**config.mk**
```make
export PLATFORM = sky130hd
export DESIGN_NAME = iops_port
export DESIGN_NICKNAME = d
export VERILOG_FILES = /design/src/inc/iops_pkg.sv /design/src/rtl/iops_port.sv
export SDC_FILE = /design/constraint.sdc
export NUM_CORES = 1
export LEC_CHECK = 0
export ABC_CLOCK_PERIOD_IN_PS = 3100
export BUFFER_PORTS_ARGS = -buffer_cell sky130_fd_sc_hd__buf_2
export CORE_ASPECT_RATIO = 0.7
export CORE_MARGIN = 2
export CORE_UTILIZATION = 54
export CTS_BUF_LIST = sky130_fd_sc_hd__clkbuf_4
export CTS_CLUSTER_SIZE = 28
export DETAILED_ROUTE_END_ITERATION = 8
export PLACE_DENSITY = 0.94
export REMOVE_ABC_BUFFERS = 1
export SYNTH_ARGS = -nofsm -noshare
export SYNTH_HDL_FRONTEND = slang
export SYNTH_SLANG_ARGS = --single-unit
```
**constraint.sdc**
```tcl
create_clock -name clk -period 3.1 [get_ports clk]
set_input_delay 0.465 -clock clk [delete_from_list [all_inputs] [get_ports clk]]
set_output_delay 0.465 -clock clk [all_outputs]
set_load 0.005 [all_outputs]
```
**src/inc/iops_pkg.sv**
```systemverilog
// Constants shared by the I/O port with pin steering
`default_nettype none
package iops_pkg;
  localparam int          DATA_W       = 32;
  localparam int          ADDR_W       = 5;
  localparam int          NUM_FN       = 5;
  // Register byte offsets
  localparam logic [4:0]  OFS_DIR      = 5'h00;
  localparam logic [4:0]  OFS_LEVEL    = 5'h04;
  localparam logic [4:0]  OFS_LATCH    = 5'h08;
  localparam logic [4:0]  OFS_ANALOG   = 5'h0c;
  localparam logic [4:0]  OFS_STEER    = 5'h10;
  // Reset values
  localparam logic [7:0]  DIR_RESET    = 8'hff;
  localparam logic [7:0]  LATCH_RESET  = 8'h00;
  localparam logic [7:0]  ANALOG_RESET = 8'hff;
  localparam logic [7:0]  STEER_RESET  = 8'h00;
  // Steering bit positions and masks
  localparam int          BIT_RX       = 7;
  localparam int          BIT_SDO      = 6;
  localparam int          BIT_SS       = 5;
  localparam int          BIT_TGATE    = 3;
  localparam int          BIT_TXCK     = 2;
  localparam logic [7:0]  STEER_MASK   = 8'hec;
  localparam logic [7:0]  LARGE_RO     = 8'h60;
  // Function indices on the peripheral ports
  localparam int          FN_RX        = 0;
  localparam int          FN_SDO       = 1;
  localparam int          FN_SS        = 2;
  localparam int          FN_TGATE     = 3;
  localparam int          FN_TXCK      = 4;
endpackage
`default_nettype wire

```
**src/rtl/iops_port.sv**
```systemverilog
// GPIO port with direction, level, latch, analog select and pin steering
//
// Overview of operation
// [RULE_01] Port offers direction, pin-level and output-latch registers.
// [RULE_02] Pin owned by an enabled peripheral is never driven from the latch.
// [RULE_03] Peripheral-owned pins still read back through the pin-level path.
// [RULE_04] Writing latch register or pin-level register both update the latch.
// [RULE_05] Reading the latch register returns latch contents, not pin levels.
// [RULE_06] Reading the pin-level register returns the sampled pin levels.
// [RULE_07] Analog-select bit set disables that pin's digital input buffer.
// [RULE_08] Changing steering bits never alters direction register contents.
// [RULE_09] Steered function's drive and direction overrides go to selected pin.
// [RULE_10] Unselected candidate pin gets no override, acts as plain port pin.
// [RULE_11] Steering selects pins for rx, tx clock, serial out, select, gate.
// [RULE_12] Direction 1 makes pin input; 0 drives the latch onto the pin.
// [RULE_13] Analog pins always read 0 through the digital level path.
// [RULE_14] Steering bits reset to 0; unimplemented bits read 0, ignore writes.
// [RULE_15] Large package: serial out and select steering bits are read-only.
`timescale 1ns/100ps
`default_nettype none
module iops_port #(
  parameter int                            WIDTH     = 8,
  parameter bit                            LARGE_PKG = 1'b0,
  // Default and alternate pin index of each function, three bits each
  parameter logic [iops_pkg::NUM_FN*3-1:0] PIN_DEF   = 15'b000_001_010_011_100,
  parameter logic [iops_pkg::NUM_FN*3-1:0] PIN_ALT   = 15'b101_110_111_100_011
) (
  input  wire logic                        clk,
  input  wire logic                        reset_n,
  input  wire logic [iops_pkg::ADDR_W-1:0] address,
  input  wire logic                        read,
  input  wire logic                        write,
  input  wire logic [iops_pkg::DATA_W-1:0] writedata,
  input  wire logic [3:0]                  byteenable,
  output var  logic [iops_pkg::DATA_W-1:0] readdata,
  output var  logic                        waitrequest,
  input  wire logic [WIDTH-1:0]            pin_in,
  output var  logic [WIDTH-1:0]            pin_out,
  output var  logic [WIDTH-1:0]            pin_oe,
  input  wire logic [iops_pkg::NUM_FN-1:0] fn_enable,
  input  wire logic [iops_pkg::NUM_FN-1:0] fn_out,
  input  wire logic [iops_pkg::NUM_FN-1:0] fn_drive,
  output var  logic [iops_pkg::NUM_FN-1:0] fn_in
);
  import iops_pkg::*;

  localparam int IW = 3;

  logic [WIDTH-1:0]   direction;
  logic [WIDTH-1:0]   latch;
  logic [WIDTH-1:0]   analog;
  logic [7:0]         steer;
  logic [WIDTH-1:0]   sample;
  logic [WIDTH-1:0]   next_direction;
  logic [WIDTH-1:0]   next_latch;
  logic [WIDTH-1:0]   next_analog;
  logic [7:0]         next_steer;
  logic [DATA_W-1:0]  next_readdata;
  logic               next_waitrequest;
  logic [WIDTH-1:0]   next_pin_out;
  logic [WIDTH-1:0]   next_pin_oe;
  logic [NUM_FN-1:0]  next_fn_in;
  logic [WIDTH-1:0]   gated_in;
  logic [NUM_FN-1:0]  fn_sel;
  logic [WIDTH-1:0]   ovr_hit;
  logic [WIDTH-1:0]   ovr_out;
  logic [WIDTH-1:0]   ovr_oe;
  logic               accept;
  logic               lane_ok;
  logic [7:0]         steer_wmask;

  // Every request pays one wait cycle, so readdata can come from a flop
  // Accept phase is the single cycle with waitrequest low
  assign accept      = (read | write) & ~waitrequest;
  assign lane_ok     = byteenable[0];
  assign steer_wmask = LARGE_PKG ? (STEER_MASK & ~LARGE_RO) : STEER_MASK; // [RULE_15]

  // Analog pins see no digital input at all
  assign gated_in = sample & ~analog; // [RULE_07] [RULE_13]

  assign fn_sel[FN_RX]    = steer[BIT_RX]; // [RULE_11]
  assign fn_sel[FN_SDO]   = steer[BIT_SDO];
  assign fn_sel[FN_SS]    = steer[BIT_SS];
  assign fn_sel[FN_TGATE] = steer[BIT_TGATE];
  assign fn_sel[FN_TXCK]  = steer[BIT_TXCK];

  // Per pin: lowest-numbered enabled function steered here wins
  genvar gp;
  generate
    for (gp = 0; gp < WIDTH; gp++) begin : g_pin
      always_comb begin
        logic [IW-1:0] target;
        target        = '0;
        ovr_hit[gp]   = 1'b0;
        ovr_out[gp]   = 1'b0;
        ovr_oe[gp]    = 1'b0;
        for (int f = NUM_FN - 1; f >= 0; f--) begin
          target = fn_sel[f] ? PIN_ALT[f*IW +: IW] : PIN_DEF[f*IW +: IW];
          if (fn_enable[f] && target == IW'(gp)) begin // [RULE_09] [RULE_10]
            ovr_hit[gp] = 1'b1;
            ovr_out[gp] = fn_out[f];
            ovr_oe[gp]  = fn_drive[f];
          end
        end
      end
    end
  endgenerate

  always_comb begin
    next_pin_out = '0;
    next_pin_oe  = '0;
    next_fn_in   = '0;
    for (int i = 0; i < WIDTH; i++) begin
      if (ovr_hit[i]) begin
        next_pin_out[i] = ovr_out[i]; // [RULE_02]
        next_pin_oe[i]  = ovr_oe[i];
      end else begin
        next_pin_out[i] = latch[i];
        next_pin_oe[i]  = ~direction[i]; // [RULE_12]
      end
    end
    for (int f = 0; f < NUM_FN; f++) begin
      next_fn_in[f] = fn_sel[f] ? gated_in[PIN_ALT[f*IW +: IW]]
                                : gated_in[PIN_DEF[f*IW +: IW]];
    end
  end

  // Register file and bus slave
  always_comb begin
    next_direction   = direction;
    next_latch       = latch;
    next_analog      = analog;
    next_steer       = steer;
    next_readdata    = readdata;
    next_waitrequest = ~((read | write) & waitrequest);
    if (accept && write && lane_ok) begin
      unique case (address)
        OFS_DIR:    next_direction = writedata[WIDTH-1:0];
        OFS_LEVEL:  next_latch     = writedata[WIDTH-1:0]; // [RULE_04]
        OFS_LATCH:  next_latch     = writedata[WIDTH-1:0]; // [RULE_04]
        OFS_ANALOG: next_analog    = writedata[WIDTH-1:0];
        // Only direction-free steering state changes here
        OFS_STEER:  next_steer     = (steer & ~steer_wmask)
                                     | (writedata[7:0] & steer_wmask); // [RULE_08] [RULE_14]
        default:    next_steer     = steer;
      endcase
    end
    if ((read | write) && waitrequest) begin
      next_readdata = '0;
      if (read) begin
        unique case (address)
          OFS_DIR:    next_readdata = DATA_W'(direction); // [RULE_01]
          OFS_LEVEL:  next_readdata = DATA_W'(gated_in); // [RULE_03] [RULE_06]
          OFS_LATCH:  next_readdata = DATA_W'(latch); // [RULE_05]
          OFS_ANALOG: next_readdata = DATA_W'(analog);
          OFS_STEER:  next_readdata = DATA_W'(steer);
          default:    next_readdata = '0;
        endcase
      end
    end
  end

  always_ff @(posedge clk) begin
    if (!reset_n) begin
      direction   <= DIR_RESET[WIDTH-1:0];
      latch       <= LATCH_RESET[WIDTH-1:0];
      analog      <= ANALOG_RESET[WIDTH-1:0];
      steer       <= STEER_RESET; // [RULE_14]
      sample      <= '0;
      readdata    <= '0;
      waitrequest <= 1'b1;
      pin_out     <= '0;
      pin_oe      <= '0;
      fn_in       <= '0;
    end else begin
      direction   <= next_direction;
      latch       <= next_latch;
      analog      <= next_analog;
      steer       <= next_steer;
      sample      <= pin_in;
      readdata    <= next_readdata;
      waitrequest <= next_waitrequest;
      pin_out     <= next_pin_out;
      pin_oe      <= next_pin_oe;
      fn_in       <= next_fn_in;
    end
  end
endmodule
`default_nettype wire

```
### Yosys cells after proc, flatten, opt, wreduce, memory -nomap -nowiden

Index checks and enable logic that the tools add are counted.

| word-level totals | value |
|---|---|
| bits in registers | 94 |
| output and inout port bits | 54 |

| cells by class | value |
|---|---|
| equality and inequality tests | 39 |
| bitwise gates (word level) | 16 |
| reductions and logical operators | 54 |
| muxes and demuxes | 148 |

Operators with widths:

| kind | number |
|---|---|
| 2-to-1 mux 1 bit | 141 |
| == test 3 bit (second input constant) | 20 |
| logical AND 1 bit | 43 |
| case mux 8 bit (5 select lines) | 1 |
| == test 3 x 2 -> 1 bit (second input constant) | 10 |
| == test 3 x 1 -> 1 bit (second input constant) | 5 |
| zero test 3 bit | 5 |
| 2-to-1 mux 3 bit | 5 |
| == test 5 x 4 -> 1 bit (second input constant) | 2 |
| NOT 1 bit | 10 |
| bitwise AND 8 bit | 1 |
| 2-to-1 mux 8 bit | 1 |
| NOT 8 bit | 1 |
| bitwise OR 5 x 8 -> 8 bit | 1 |
| AND reduction 2 bit | 4 |
| == test 5 x 3 -> 1 bit (second input constant) | 1 |
| == test 5 bit (second input constant) | 1 |
| zero test 5 bit | 1 |
| bitwise AND 1 bit | 2 |
| OR reduction 2 bit | 1 |
| bitwise OR 1 bit | 1 |

### Logic depth before layout (Yosys ltp)

| depth | value |
|---|---|
| depth after elaboration | 9 |
| mapped depth | 5 |
| mapped depth without buffers | 3 |

### Least setup slack after synthesis

No wires, ideal clock.

| path | value |
|---|---|
| path type | input -> register |
| start | in address[3] (netlist bit) |
| end | reg steer[2] |
| library setup time | 120 ps |
| stages | 4 |
| setup slack | 1696 ps |
| path buffers | 1 |
| data required time | 2980 ps |
| arrival | 1284 ps |
| cells stage by stage | buf_6 > nor4_4 > nand3_4 > mux2i_1 |

| on the way | value |
|---|---|
| longest elaborated chain between the ends | 2 |

Ends and longest elaborated chain:

| what | RTL line | RTL |
|---|---|---|
| start: declaration | iops_port.sv:30 | `input wire logic [iops_pkg::ADDR_W-1:0] address,` |
| == test 5 bit | iops_port.sv:137 | `unique case (address)` |
| AND reduction 2 bit (no line) | -- |  |
| end signal: assignment | iops_port.sv:179 | `steer <= next_steer;` |
| end: declaration | iops_port.sv:52 | `logic [7:0] steer;` |

Every way passes these cells.
A chain may end at the register's enable or synchronous reset.

### Final worst setup path

| path | value |
|---|---|
| start | reg waitrequest |
| end | reg direction[3] |

| on the way | value |
|---|---|
| longest elaborated chain between the ends | 5 |

Ends and longest elaborated chain:

| what | RTL line | RTL |
|---|---|---|
| start: declaration | iops_port.sv:36 | `output var logic waitrequest,` |
| start signal: assignment | iops_port.sv:182 | `waitrequest <= next_waitrequest;` |
| NOT 1 bit | iops_port.sv:74 | `assign accept = (read \| write) & ~waitrequest;` |
| bitwise AND 1 bit | iops_port.sv:74 |  |
| logical AND 1 bit (2 in a row) | iops_port.sv:136 | `if (accept && write && lane_ok) begin` |
| AND reduction 2 bit (no line) | -- |  |
| end signal: assignment | iops_port.sv:165 | `direction <= DIR_RESET[WIDTH-1:0];` |
| end signal: assignment | iops_port.sv:176 | `direction <= next_direction;` |
| end: declaration | iops_port.sv:49 | `logic [WIDTH-1:0] direction;` |

Every way passes these cells.

==> impl_metrics.yaml <==
detailed_routing:
  drtIter0Drc: 184
  dr.pass1.iters: 4
  totalWireLength_um: 6910
  route.detailed.drc: 0
  routed_via_density: 5.35
  wl_per_cell_um: 14.6
  ant_nets: 0
  dr_total_vias: 2532
synth:
  synth-seq-cells: 67
  synth_top_area_share_pct: 43.4
  synth_edf_count: 0
  yosysSeqAreaShare_pct: 43.4
  netlist_top_cells_area: "dfxtp_1 (43%), mux2i_1 (11%), buf_4 (6.8%)"
  synth_common_cells: "dfxtp_1 (67), nor2_1 (41), mux2i_1 (34)"
  syn_area_per_cell_um2: 9.27
  synthArstFlopShare_pct: 0
  synth_cell_types: 40
  synth.most_common_cell: "dfxtp_1"
  ys.flop_type: "dfxtp_1"
  syn-instance-count: 333
  netlist_area_um2: 3090
  yosys_warnings: 0
  synth_area_leader_cell: "dfxtp_1"
worst_setup_path:
  critical_path_class: "reg -> reg"
  r2r_end: "direction[3]"
  r2r_cells: 3
  endpoint: "direction[3]"
  r2r-start: "waitrequest"
  cp-startpoint: "waitrequest"
  critPathLaunchType: "flip-flop"
  cp.arrival_ns: 2.02
  r2r_setup_slack_ns: 1.43
  critPathCaptureType: "flip-flop"
  crit_required_ns: 3.46
  cp_max_fo: 8
grt:
  antenna_found_initial: 0
  gr-total-overflow: 0
  grt_pass1_vias: 2345
  grt_max_degree: 46
  grt_usage_pct: 22.9
  grt_pass1_wl_um: 10800
job:
  maxCapViolations: 0
layout:
  fill_cells: 443
  num_antenna_cells: 0
  syn_to_final_growth_pct: 12.8
  fin_util_pct: 64.9
  stdcell_area_um2: 3480
  drive_above_1_share_pct: 26.9
  final_nets: 464
sta:
  max_freq_ghz: 0.601
  relSlewSlack_pct: 48.4
  skew_ns: 0.0114
  holdWs_ns: 0.235
  tns_ns: 0
  period_needed_ns: 1.67
  setup_viol: 0
  worst_slew_pin_slew_ns: 0.773
  post-route-period-util_pct: 53.7
  drv_slew: 0
  rsz0062_at_grt: "no"
  hold_viol_final: 0
clock_network:
  clkLatencyLatePin_ns: 0.43
  cts_buffers: 9
  cts_tree: "yes"
  cts-resized-gates: 0
  root_buffer: "clkbuf_4"
  htree_levels: 3
  postCtsSetupBuffers: 0
  clock_sinks: 67
  cts_buffer_depth: 2
  path_clk_slew_ns: 0.12
  holdBufCountCts: 0
min_path:
  hold_depth: 2
  hold_path.class: "in -> reg"
floorplan:
  die_w_um: 94.4
  start_util_pct: 57.5
  coreArea_um2: 5370
  num_rows: 22
  ioPinCount: 122
  die_area_um2: 6350
  dieHeight_um: 67.3
pwr:
  peakVddDrop_uv: 257
  power_density_nw_per_um2: 457
  total_power_mw: 1.59
  p_leak_nw: 1.59
placement:
  portBuffers: 70
  placed_cell_area_um2: 3350
  place_congestion: 0.772
  dp_hpwl_um: 4920
run_status:
  status: "complete, no violations"
-- cells by family after synthesis --
group,share of synthesized area [%]
buf+inv,9.72
simple gates,20.8
compound gates,11.7
other cells,0.121
mux,13.9
flops,43.4
xor+xnor,0.284
-- report_power, final --
part           leakage, nW  internal [mW]  switching (mW)  total (mW)
clock network       0.0717          0.242           0.323       0.565
registers            0.545          0.876         0.00787       0.884
logic                0.976         0.0608          0.0844       0.145
-- layer usage --
| layer | track usage, % | share of wire, % |
|---|---|---|
| met5 | 0 | 0 |
| met4 | 10.3 | 1.6 |
| met3 | 10.4 | 12 |
| met2 | 35.5 | 45 |
| met1 | 27.6 | 41 |
-- stage by stage --
stage	cells	setup slack (ns)
2_1_floorplan	314	1.65
3_3_place_gp	457	1.14
3_5_place_dp	457	1.04
4_1_cts	473	1.44
5_1_grt	473	1.31
6_report	473	1.43
-- worst max-delay path, cell delays in order, from the launching register on --
cell     delay (ns)
dfxtp_1        0.37
and3b_1        0.37
and3_1         0.59
mux2i_1        0.26
-- layout by cell type, fill, tap and decap left out, types with 2 or more instances in the layout --
cell type,netlist,layout
buf_2,3,70
dfxtp_1,67,67
nor2_1,41,41
mux2i_1,34,34
nand2_1,30,30
conb_1,1,24
nand3_1,19,19
a211oi_1,10,10
nor3b_1,9,9
clkbuf_4,0,9
a21bo_2,8,8
mux2_2,8,8
o22ai_1,8,8
and2_1,8,8
inv_1,6,6
o211ai_1,6,6
a21oi_1,5,5
nand2b_1,4,4
and3_1,4,4
o21ai_1,3,3
a32oi_1,3,3
clkinv_2,0,3
clkinvlp_4,0,2
-- cell type report --
| class | count | area (µm²) | area share (%) |
|---|---|---|---|
| Clock buffer | 9 | 67.6 | 1.94 |
| Sequential cell | 67 | 1340 | 38.5 |
| Timing Repair Buffer | 71 | 358 | 10.3 |
| Clock inverter | 7 | 68.8 | 1.97 |
| Tap cell | 72 | 90.1 | 2.59 |
| Inverter | 7 | 26.3 | 0.754 |
| Multi-Input combinational cell | 240 | 1530 | 44.0 |
-- flip-flops by register name, indices dropped and copies added (netlist names) --
name,cells
analog,8
direction,8
fn_in,5
latch,8
pin_oe,8
pin_out,8
readdata,8
sample,8
steer,5
waitrequest,1
-- worst min-delay path by stage --
stage | from | end | slack, ns
floorplan | direction[0] | pin_oe[0] | 0.43
global placement | direction[5] | pin_oe[5] | 0.45
detailed placement | readdata[4] | readdata[4] | 0.46
CTS | pin_in[5] | sample[5] | 0.22
global route | pin_in[5] | sample[5] | 0.20
finish | pin_in[5] | sample[5] | 0.23
No activity file was read; power rests on OpenSTA's default activity.
